$ cat src/pkg/tx_aux_pkg.sv
// Constants shared by the auxiliary transmit slot routing block and its buffer.
// Assumes a byte-wide register port addressed by the documented register addresses.
//
// Contract
// RULE1: Channel 5 source: 0 high-Z, 1 loopback input 1, 2 echo ref 1, 3 reserved.
// RULE2: Channel 6 source: 0 high-Z, 1 loopback input 2, 2 echo ref 2, 3 reserved.
// RULE3: Channel 5 slot 0-31 is TDM slot; split formats use left 0-15, right 16-31.
// RULE4: Channel 6 slot uses the same mapping as channel 5.
// RULE5: Channel 5 register at 0x22, reset 0x04: tri-stated, slot 4.
// RULE6: Channel 6 register at 0x23, reset 0x05: tri-stated, slot 5.
// RULE7: Bit 7 of both registers is reserved read-only; software writes it zero.
// RULE8: Reserved source value 3 behaves as tri-state; nothing is driven.

package tx_aux_pkg;

  // ********************************************************************
  // Register map
  // ********************************************************************
  localparam logic [7:0] TX_CH5_ROUTING_ADDR  = 8'h22;
  localparam logic [7:0] TX_CH6_ROUTING_ADDR  = 8'h23;
  localparam logic [7:0] TX_CH5_ROUTING_RESET = 8'h04;
  localparam logic [7:0] TX_CH6_ROUTING_RESET = 8'h05;
  localparam logic [7:0] UNMAPPED_READ        = 8'h00;

  // ********************************************************************
  // Field layout
  // ********************************************************************
  localparam int RESERVED_BIT = 7;
  localparam int SOURCE_MSB   = 6;
  localparam int SOURCE_LSB   = 5;
  localparam int SLOT_MSB     = 4;
  localparam int SLOT_LSB     = 0;

  // ********************************************************************
  // Source selections and slot geometry
  // ********************************************************************
  typedef enum logic [1:0] {
    SRC_TRISTATE = 2'b00,
    SRC_LOOPBACK = 2'b01,
    SRC_ECHO     = 2'b10,
    SRC_RESERVED = 2'b11
  } source_type;

  localparam logic [4:0] HALF_FRAME_SLOTS = 5'h10;
  localparam int         WORD_WIDTH       = 32;
  localparam int         SLOT_WIDTH       = 5;
  localparam int         ENTRY_WIDTH      = WORD_WIDTH + SLOT_WIDTH + 1;
  localparam int         BUFFER_DEPTH     = 2;

endpackage : tx_aux_pkg

$ cat src/verilog/tx_aux_slot_routing.sv
// Source selection and slot placement for auxiliary transmit channels 5 and 6.
// Assumes a framer that offers each slot as a valid/ready request and a sink
// that drains placed words; all inputs are synchronous to clk.
`timescale 1ns/1ps
`default_nettype none

module tx_aux_slot_routing
  import tx_aux_pkg::*;
(
  input  wire logic                  clk,
  input  wire logic                  rstn,
  input  wire logic                  reg_write,
  input  wire logic                  reg_read,
  input  wire logic [7:0]            reg_addr,
  input  wire logic [7:0]            reg_wdata,
  output logic      [7:0]            reg_rdata,
  input  wire logic                  frame_split,
  input  wire logic                  slot_valid,
  output logic                       slot_ready,
  input  wire logic                  slot_right_half,
  input  wire logic [SLOT_WIDTH-1:0] slot_number,
  input  wire logic [WORD_WIDTH-1:0] loopback_ch1,
  input  wire logic [WORD_WIDTH-1:0] loopback_ch2,
  input  wire logic [WORD_WIDTH-1:0] echo_ref_ch1,
  input  wire logic [WORD_WIDTH-1:0] echo_ref_ch2,
  output logic                       slot_drive,
  output logic                       out_valid,
  input  wire logic                  out_ready,
  output logic      [WORD_WIDTH-1:0] out_word,
  output logic      [SLOT_WIDTH-1:0] out_slot,
  output logic                       out_channel6
);

  // ********************************************************************
  // State
  // ********************************************************************
  typedef struct packed {
    logic [1:0]            tx_channel5_source_select;
    logic [SLOT_WIDTH-1:0] tx_channel5_slot_position;
    logic [1:0]            tx_channel6_source_select;
    logic [SLOT_WIDTH-1:0] tx_channel6_slot_position;
    logic [7:0]            rdata;
    logic                  drive;
  } routing_state_type;

  localparam routing_state_type RESET_STATE = '{
    tx_channel5_source_select: TX_CH5_ROUTING_RESET[SOURCE_MSB:SOURCE_LSB],
    tx_channel5_slot_position: TX_CH5_ROUTING_RESET[SLOT_MSB:SLOT_LSB],
    tx_channel6_source_select: TX_CH6_ROUTING_RESET[SOURCE_MSB:SOURCE_LSB],
    tx_channel6_slot_position: TX_CH6_ROUTING_RESET[SLOT_MSB:SLOT_LSB],
    rdata:                     UNMAPPED_READ,
    drive:                     1'b0
  };

  routing_state_type      st;
  routing_state_type      next_st;
  logic                   position_ok;
  logic [SLOT_WIDTH-1:0]  position;
  logic                   active5;
  logic                   active6;
  logic                   hit5;
  logic                   hit6;
  logic                   push_valid;
  logic                   push_ready;
  logic [WORD_WIDTH-1:0]  push_word;
  logic [ENTRY_WIDTH-1:0] push_data;
  logic [ENTRY_WIDTH-1:0] pop_data;

  // ********************************************************************
  // Slot matching
  // ********************************************************************
  // Split formats fold left/right halves into 0-15 and 16-31; a split
  // slot above 15 does not exist, so it never matches
  assign position_ok = !frame_split || (slot_number < HALF_FRAME_SLOTS); // RULE3 RULE4
  assign position    = frame_split ? {slot_right_half, slot_number[3:0]} : slot_number; // RULE3 RULE4

  // Only loopback and echo drive; tri-state and reserved stay silent
  assign active5 = (st.tx_channel5_source_select == SRC_LOOPBACK) ||
                   (st.tx_channel5_source_select == SRC_ECHO); // RULE1 RULE8
  assign active6 = (st.tx_channel6_source_select == SRC_LOOPBACK) ||
                   (st.tx_channel6_source_select == SRC_ECHO); // RULE2 RULE8
  assign hit5 = position_ok && active5 && (st.tx_channel5_slot_position == position); // RULE3
  assign hit6 = position_ok && active6 && (st.tx_channel6_slot_position == position); // RULE4

  // Channel 5 wins when both are placed on one slot, so no bus contention
  always_comb
  begin
    if (hit5)
    begin
      push_word = (st.tx_channel5_source_select == SRC_LOOPBACK) ? loopback_ch1
                                                                 : echo_ref_ch1; // RULE1
    end
    else
    begin
      push_word = (st.tx_channel6_source_select == SRC_LOOPBACK) ? loopback_ch2
                                                                 : echo_ref_ch2; // RULE2
    end
  end

  // A silent slot is taken at once; a driven one waits for buffer room
  assign push_valid = slot_valid && (hit5 || hit6);
  assign slot_ready = !(hit5 || hit6) || push_ready;
  assign push_data  = {!hit5, position, push_word};

  // ********************************************************************
  // Output buffer
  // ********************************************************************
  word_buffer #(
    .WIDTH (ENTRY_WIDTH),
    .DEPTH (BUFFER_DEPTH)
  ) buffer_inst (
    .clk       (clk),
    .rstn      (rstn),
    .in_valid  (push_valid),
    .in_ready  (push_ready),
    .in_data   (push_data),
    .out_valid (out_valid),
    .out_ready (out_ready),
    .out_data  (pop_data)
  );

  assign out_word     = pop_data[WORD_WIDTH-1:0];
  assign out_slot     = pop_data[WORD_WIDTH+SLOT_WIDTH-1:WORD_WIDTH];
  assign out_channel6 = pop_data[ENTRY_WIDTH-1];
  assign reg_rdata    = st.rdata;
  assign slot_drive   = st.drive;

  // ********************************************************************
  // Register port and next state
  // ********************************************************************
  // Bit 7 is never stored, so it reads zero whatever software writes
  always_comb
  begin
    next_st = st;
    if (reg_write && (reg_addr == TX_CH5_ROUTING_ADDR)) // RULE5
    begin
      next_st.tx_channel5_source_select = reg_wdata[SOURCE_MSB:SOURCE_LSB];
      next_st.tx_channel5_slot_position = reg_wdata[SLOT_MSB:SLOT_LSB];
    end
    if (reg_write && (reg_addr == TX_CH6_ROUTING_ADDR)) // RULE6
    begin
      next_st.tx_channel6_source_select = reg_wdata[SOURCE_MSB:SOURCE_LSB];
      next_st.tx_channel6_slot_position = reg_wdata[SLOT_MSB:SLOT_LSB];
    end
    if (reg_read)
    begin
      case (reg_addr)
        TX_CH5_ROUTING_ADDR: next_st.rdata = {1'b0, st.tx_channel5_source_select,
                                              st.tx_channel5_slot_position}; // RULE7
        TX_CH6_ROUTING_ADDR: next_st.rdata = {1'b0, st.tx_channel6_source_select,
                                              st.tx_channel6_slot_position}; // RULE7
        default:             next_st.rdata = UNMAPPED_READ;
      endcase
    end
    if (slot_valid && slot_ready)
    begin
      next_st.drive = hit5 || hit6; // RULE8
    end
  end

  // State register
  always_ff @(posedge clk or negedge rstn)
  begin
    if (!rstn)
    begin
      st <= RESET_STATE; // RULE5 RULE6
    end
    else
    begin
      st <= next_st;
    end
  end

  // ********************************************************************
  // Checks
  // ********************************************************************
  ch5_reset_a: assert property (@(posedge clk) $rose(rstn) |->  // RULE5
    {1'b0, st.tx_channel5_source_select, st.tx_channel5_slot_position} == 8'h04)
    else $error("Channel 5 register left reset wrong");

  ch6_reset_a: assert property (@(posedge clk) $rose(rstn) |->  // RULE6
    {1'b0, st.tx_channel6_source_select, st.tx_channel6_slot_position} == 8'h05)
    else $error("Channel 6 register left reset wrong");

  // Write, one idle cycle, then read: the register port's usual spacing
  ch5_readback_a: assert property (@(posedge clk) disable iff (!rstn)  // RULE5
    reg_write && (reg_addr == 8'h22) ##1 !reg_write
    ##1 reg_read && (reg_addr == 8'h22) && !reg_write
    |=> reg_rdata == {1'b0, $past(reg_wdata[6:0], 3)})
    else $error("Channel 5 read did not return written value");

  ch6_readback_a: assert property (@(posedge clk) disable iff (!rstn)  // RULE6
    reg_write && (reg_addr == 8'h23) ##1 !reg_write
    ##1 reg_read && (reg_addr == 8'h23) && !reg_write
    |=> reg_rdata == {1'b0, $past(reg_wdata[6:0], 3)})
    else $error("Channel 6 read did not return written value");

  reserved_zero_a: assert property (@(posedge clk) disable iff (!rstn)  // RULE7
    reg_rdata[RESERVED_BIT] == 1'b0)
    else $error("Reserved bit read as one");

  ch5_loopback_a: assert property (@(posedge clk) disable iff (!rstn)  // RULE1
    push_valid && hit5 && (st.tx_channel5_source_select == 2'd1) |->
    push_word == loopback_ch1)
    else $error("Channel 5 loopback carried wrong word");

  ch6_echo_a: assert property (@(posedge clk) disable iff (!rstn)  // RULE2
    push_valid && !hit5 && (st.tx_channel6_source_select == 2'd2) |->
    push_word == echo_ref_ch2)
    else $error("Channel 6 echo carried wrong word");

  silent_source_a: assert property (@(posedge clk) disable iff (!rstn)  // RULE8
    (st.tx_channel5_source_select[1] == st.tx_channel5_source_select[0]) &&
    (st.tx_channel6_source_select[1] == st.tx_channel6_source_select[0]) &&
    slot_valid |-> slot_ready && !push_valid ##1 !slot_drive)
    else $error("Tri-stated or reserved channel drove a slot");

  split_slot_a: assert property (@(posedge clk) disable iff (!rstn)  // RULE3
    push_valid && frame_split |-> push_data[ENTRY_WIDTH-2] == slot_right_half)
    else $error("Split slot landed in wrong half");

  ch5_loopback_c: cover property (@(posedge clk) disable iff (!rstn)
    push_valid && push_ready && hit5);
  ch6_echo_c: cover property (@(posedge clk) disable iff (!rstn)
    push_valid && push_ready && hit6 && !hit5);
  reserved_c: cover property (@(posedge clk) disable iff (!rstn)
    slot_valid && (st.tx_channel5_source_select == 2'd3));
  stall_c: cover property (@(posedge clk) disable iff (!rstn)
    slot_valid && !slot_ready);

endmodule : tx_aux_slot_routing

`default_nettype wire

$ cat src/verilog/word_buffer.sv
// Small first-in first-out buffer with valid/ready on both sides.
// Assumes one clock; the drain side may stall for any number of cycles.
`timescale 1ns/1ps
`default_nettype none

module word_buffer
#(
  parameter int WIDTH = 38,
  parameter int DEPTH = 2
)
(
  input  wire logic             clk,
  input  wire logic             rstn,
  input  wire logic             in_valid,
  output logic                  in_ready,
  input  wire logic [WIDTH-1:0] in_data,
  output logic                  out_valid,
  input  wire logic             out_ready,
  output logic      [WIDTH-1:0] out_data
);

  localparam int PTR = (DEPTH > 1) ? $clog2(DEPTH) : 1;

  typedef struct packed {
    logic [DEPTH-1:0][WIDTH-1:0] mem;
    logic [PTR-1:0]              rd;
    logic [PTR-1:0]              wr;
    logic [PTR:0]                count;
  } buffer_state_type;

  buffer_state_type st;
  buffer_state_type next_st;
  logic             push;
  logic             pop;

  // Honest flags straight from the occupancy count
  assign in_ready  = (st.count != (PTR+1)'(DEPTH));
  assign out_valid = (st.count != '0);
  assign out_data  = st.mem[st.rd];
  assign push      = in_valid && in_ready;
  assign pop       = out_valid && out_ready;

  // Next state: pointers wrap explicitly so any depth works
  always_comb
  begin
    next_st = st;
    for (int i = 0; i < DEPTH; i++)
    begin
      if (push && (st.wr == PTR'(i)))
      begin
        next_st.mem[i] = in_data;
      end
    end
    if (push)
    begin
      next_st.wr = (st.wr == PTR'(DEPTH-1)) ? '0 : st.wr + PTR'(1);
    end
    if (pop)
    begin
      next_st.rd = (st.rd == PTR'(DEPTH-1)) ? '0 : st.rd + PTR'(1);
    end
    if (push && !pop)
    begin
      next_st.count = st.count + (PTR+1)'(1);
    end
    else if (pop && !push)
    begin
      next_st.count = st.count - (PTR+1)'(1);
    end
  end

  // State register
  always_ff @(posedge clk or negedge rstn)
  begin
    if (!rstn)
    begin
      st <= '0;
    end
    else
    begin
      st <= next_st;
    end
  end

  // ********************************************************************
  // Checks
  // ********************************************************************
  buffer_bound_a: assert property (@(posedge clk) disable iff (!rstn)
    st.count <= (PTR+1)'(DEPTH))
    else $error("Buffer occupancy above depth");

  stall_holds_a: assert property (@(posedge clk) disable iff (!rstn)
    out_valid && !out_ready |=> out_valid && $stable(out_data))
    else $error("Stalled word changed or vanished");

  buffer_full_c: cover property (@(posedge clk) disable iff (!rstn)
    !in_ready && in_valid);

endmodule : word_buffer

`default_nettype wire
$ cat config.mk
export PLATFORM = sky130hd
export DESIGN_NAME = tx_aux_slot_routing
export DESIGN_NICKNAME = d
export VERILOG_FILES = /design/src/pkg/tx_aux_pkg.sv /design/src/verilog/tx_aux_slot_routing.sv /design/src/verilog/word_buffer.sv
export SDC_FILE = /design/constraint.sdc
export NUM_CORES = 1
export LEC_CHECK = 0
export ABC_CLOCK_PERIOD_IN_PS = 5700
export BUFFER_PORTS_ARGS = -buffer_cell sky130_fd_sc_hd__buf_2
export CORE_AREA = 4 4 114 116
export DETAILED_ROUTE_END_ITERATION = 16
export DIE_AREA = 0 0 118 120
export PLACE_DENSITY = 0.79
export SYNTH_ARGS = -nofsm -noshare
export SYNTH_HDL_FRONTEND = slang
export SYNTH_HIERARCHICAL = 1
export SYNTH_SLANG_ARGS = --single-unit
$ cat constraint.sdc
create_clock -name clk -period 5.7 [get_ports clk]
set_input_delay 1.14 -clock clk [delete_from_list [all_inputs] [get_ports clk]]
set_output_delay 1.14 -clock clk [all_outputs]
set_load 0.05 [all_outputs]
Word level (Yosys, flattened, before mapping)
Cells that the tools add are included.
- muxes and demuxes: 11
- reductions and logical operators: 26
- bitwise logic cells: 1
- eq/ne operators: 9
- add/sub/neg operators: 4
- $lt $le $gt $ge: 2
- operators by type and width (operator ; count):
    two-way mux 32 bit ; 3
    two-way mux 38 bit ; 2
    == test 8 x 6 -> 1 bit (second input constant) ; 2
    logical AND 1 bit ; 14
    one-hot mux 7 bit (2 select lines) ; 1
    == test 5 bit ; 2
    zero test 1 bit ; 5
    logical OR 1 bit ; 5
    < comparator 5 bit (second input constant) ; 1
    two-way mux 5 bit ; 1
    == test 2 x 1 -> 1 bit (second input constant) ; 2
    == test 2 bit (second input constant) ; 2
    two-way mux 2 bit ; 2
    nonzero test 2 bit ; 2
    adder 1 bit (second input constant) ; 2
    adder 2 x 1 -> 2 bit (second input constant) ; 1
    < comparator 1 x 2 -> 1 bit (second input constant) ; 1
    two-way mux 1 bit ; 2
    inequality test 2 bit (second input constant) ; 1
    subtractor 2 x 1 -> 2 bit (second input constant) ; 1
    NOT 1 bit ; 1
- bits of input ports: 157
- output and inout port bits: 49
- logic and storage cells: 64
- bits in registers: 103

Longest topological paths before layout
- word-level depth: 11
- mapped depth: 12
- depth with buffers taken out: 10

Hierarchy
The synthesis kept the hierarchy.
- by module, submodules not included (module ; sequential area each (um^2) ; area an instance (um^2) ; cells an instance ; instances):
    word_buffer ; 2001.9 ; 3686.0 ; 219 ; 1
    tx_aux_slot_routing ; 554.3 ; 2210.9 ; 208 ; 1

Worst setup path before layout
Ideal clock, no wire load.
- path type: input to output
- start: input port frame_split
- end: output port slot_ready
- data arrival time: 2.274 ns
- stages on the path: 6
- path buffers: 2
- data required time: 4.560 ns
- setup slack: 2.286 ns
- cell sequence: mux2i_2 > xor2_1 > nand4_1 > buf_6 > buf_6 > a21o_1
- longest elaborated chain between the ends: 7
- elaborated cells on any way between the ends: 12
- those cells by class: eq/ne (2); mux (1); reduce/logical (9)
- ends and longest elaborated chain (element ; RTL line ; text):
    from (decl) ; tx_aux_slot_routing.sv:17 ; input wire logic frame_split,
    branches (longest 4 deep; another with two-way mux 5 bit) ; - ;
    logical OR 1 bit * ; tx_aux_slot_routing.sv:102 ; assign slot_ready = !(hit5 || hit6) || push_ready;
    zero test 1 bit * ; tx_aux_slot_routing.sv:102 ;
    logical OR 1 bit * ; tx_aux_slot_routing.sv:102 ;
    to (decl) ; tx_aux_slot_routing.sv:19 ; output logic slot_ready,
Mark *: on every way between the ends.

Final worst setup path
Same ends and word-level chain as after synthesis.

==> reports/results.tsv <==
stage	metric	value	unit
yosys	count of cell types in the netlist	35	
power_and_ir_drop	peak supply drop	0.134	mV
place	Placed Cells	744	
critical_path	crit-path max cell delay	0.57	ns
timing	final setup vio count	0	
place	dpl hpwl	9870	um
route	drt total wl	13600	um
timing	RSZ-0062 raised after global routing	no	
cells_and_area	area grow syn2layout	20.4	%
clocking	clock-pin slew on the worst setup and hold paths	0.06	ns
yosys	Yosys Warn Count	6	
critical_path	critical path type	input port to output port	
power_and_ir_drop	Sw Share	28.3	%
timing	post-route clock period utilization	70.8	%
power_and_ir_drop	switching power	494	uW
timing	Rel. slew slack	24.2	%
yosys	Mapped Nets	587	
yosys	Synth Flop Type	dfrtp_1	
route	First-pass DRT Iterations	4	
timing	setup TNS	0	ns
flow_run	Maximum Capacitance Violations	0	
status	outcome	finished, final reports clean	
route	vias per cell	5.31	
critical_path	most used cell, CP	buf_2	
floorplanning	starting density of the core	49.5	%
yosys	cell taking the most area after synthesis	dfrtp_1	
yosys	synthesized instance count	427	
global_routing	vias in the first global route	4360	
floorplanning	Die W	118	um
clocking	H-tree depth	3	
power_and_ir_drop	Gate power share	19.3	%
clocking	Sink Count	102	
power_and_ir_drop	clock power share	32.4	%
floorplanning	core area	0.0119	mm2
yosys	Post-Syn Area	0.00590	mm2
cells_and_area	layout cells sized above 1	58.4	%
clocking	postcts setup bufs	0	
cells_and_area	non-filler cells, final	760	
min_path	Hold Crit Class	register to register	
yosys	sequential fraction of the synthesis area	43.3	%
critical_path	worst path cell trace	buf_2 > mux2i_2 > xor2_1 > nand4_1 > a21o_1 > buf_2	
critical_path	critical-path maximum fanout	11	
min_path	Worst Hold Path Cells	1	
floorplanning	Rows	40	
global_routing	pin count of the biggest net entering global routing	63	
critical_path	Worst EP arrival	2.89	ns
power_and_ir_drop	P_leak	3.81	nW
cells_and_area	sequential standard cell area	0.00256	mm2
critical_path	Reg2Reg Depth	7	
critical_path	Worst EP required	4.56	ns
timing	Final Hold Fails	0	
clocking	Clock Tree Root	clkbuf_16	
yosys	Avg Inst Size Synth	13.8	um2
yosys	Commonest cells post-synth	mux2i_1 (103), dfrtp_1 (99), mux2_2 (88), mux2_4 (40), xor2_1 (11)	
power_and_ir_drop	power per cell area	246	mW/mm2
clocking	total CTS buffers	9	
yosys	async set-reset flop share out of synthesis	100	%
route	Routed Antenna Nets	0	
clocking	CTS Hold Buffers Added	0	
place	port bufs	203	
yosys	FF+latch count, synth	102	
timing	Max Fclk	248	MHz
route	DR DRC count	0	
clocking	Clock Path Buffers	2	
floorplanning	Boundary Pins	206	
place	DP Area	0.00683	mm2
clocking	CTS resizes	0	
yosys	Post-synth EDFFs	0	
cells_and_area	ANT cells	0	
cells_and_area	final instance area	0.00710	mm2
route	routed len/inst	17.9	um
global_routing	initial antenna violation count	0	
global_routing	first-pass GRT wire length	21900	um
cells_and_area	NumNets Final	768	
yosys	most frequent cell after synthesis	mux2i_1	
route	routed vias	4035	
global_routing	GRT Total Usage	19.1	%
critical_path	Setup crit end kind	output port	
timing	Tmin final	4.03	ns
timing	worst slew pin tran	1.14	ns
yosys	Synth top area share	42.0	%
timing	Final Max Tran Viols	0	
clocking	clk_lat worst skew	0.33	ns
global_routing	global route overflow	0	
floorplanning	Die H	120	um
yosys	top cells by area, synth	dfrtp_1 (42%), mux2i_1 (17%), mux2_2 (17%), mux2_4 (10%), xor2_1 (1.6%)	
power_and_ir_drop	sequential share of power	48.2	%
critical_path	CP max stage cell	nand4_1	
critical_path	Worst setup SP type	input port	
floorplanning	Die ar.	0.0142	mm2
power_and_ir_drop	Power Internal	1.25	mW
cells_and_area	Multi-input gate area	0.00301	mm2
timing	Clock Skew	0.00695	ns
clocking	CTS tree	yes	
place	Final Wtd Congestion	0.752	
route	DRT iter0 DRCs	115	
cells_and_area	# fillers	951	
## final timing paths
path	slack, ns	end	start
setup reg to reg	2.51	buffer_inst/st[18]	st[22]
min in group asynchronous	0.77	st[12]	rstn
hold reg to reg	0.50	buffer_inst/st[44]	buffer_inst/st[44]
setup / recovery	1.67	slot_ready	frame_split
hold / removal	0.50	buffer_inst/st[44]	buffer_inst/st[44]
max in group asynchronous	3.70	buffer_inst/st[3]	rstn
## layout by cell type (no fill, tap or decap)
master     Yosys  layout
a21boi_1       1       1
a21o_1         1       1
a21oi_1        3       3
a31oi_1        1       1
and2_1         1       1
and3_4         1       1
and3b_1        1       1
and3b_4        1       1
and4b_1        1       1
buf_2          7     202
buf_4         10       3
clkbuf_1       8       3
clkbuf_16      0       9
clkbuf_8       0       2
clkinv_2       0       2
conb_1         1       1
dfrtp_1       99      98
dfrtp_2        0       1
dfstp_2        3       3
ha_1           3       1
ha_2           0       2
inv_1         10      10
mux2_2        88      88
mux2_4        40      40
mux2i_1      103     103
mux2i_2        1       1
nand2_1        2       2
nand2b_4       1       1
nand3_2        1       1
nand4_1        2       2
nor2_1         1       1
nor3_1         2       2
nor4_1         1       1
o22ai_1        7       7
or2_2          1       1
xnor2_1        4       4
xor2_1        11      11
## cell families after synthesis
family | after synthesis | share of synthesized area (%)
compound gates | 13 | 1.36
xor+xnor | 15 | 2.23
fa+ha+maj | 3 | 0.637
buf+inv | 45 | 5.64
flops | 102 | 43.3
mux | 232 | 44.7
other cells | 1 | 0.0636
simple gates | 16 | 2.02
## through the flow
stage	util (%)	power, mW	worst slack (ns)	hold slack, ns
floorplan	-	1.07	2.29	0.457
global placement	57.3	1.18	1.65	0.471
detailed placement	57.3	1.20	1.55	0.491
CTS	59.6	1.76	1.61	0.507
global route	59.6	1.82	1.50	0.519
finish	59.6	1.75	1.67	0.502
## area by class of cell
type / count / area share, %
clock buffer: 14 / 3.72
clock inverter: 2 / 0.141
inverter: 10 / 0.529
multi-input combinational: 280 / 42.4
sequential: 102 / 36.0
tap: 147 / 2.59
timing repair buffer: 205 / 14.6
## critical path, delay by kind of cell
family / cells / cell delay [ns]
multiplexers: 1 / 0.30
AO/OA/AOI/OAI: 1 / 0.36
AND/OR/NAND/NOR: 1 / 0.57
XOR/XNOR: 1 / 0.19
buffers and inverters: 2 / 0.33
## power groups by stage
stage | combinational (mW) | sequential (mW) | clock [mW]
after detailed placement | 0.339 | 0.856 | 0
after floorplan | 0.270 | 0.797 | 0
final | 0.337 | 0.842 | 0.566
after global placement | 0.330 | 0.854 | 0
after CTS | 0.341 | 0.843 | 0.580
after global routing | 0.362 | 0.849 | 0.612
## registers in the layout, indices dropped and copies added (netlist names)
| name | cells |
|---|---|
| buffer_inst/st | 80 |
| st | 14 |
| reg_rdata | 7 |
| slot_drive | 1 |
## metal layers
layer  up-vias  GRT usage, %  wire length (um)
met4         0          6.30               184
met2       113          35.1              7290
met5         -             0                 0
li1       1892             -                 -
met1      2014          22.4              5470
met3        16          3.86               692
No activity file was read; power rests on OpenSTA's default activity.
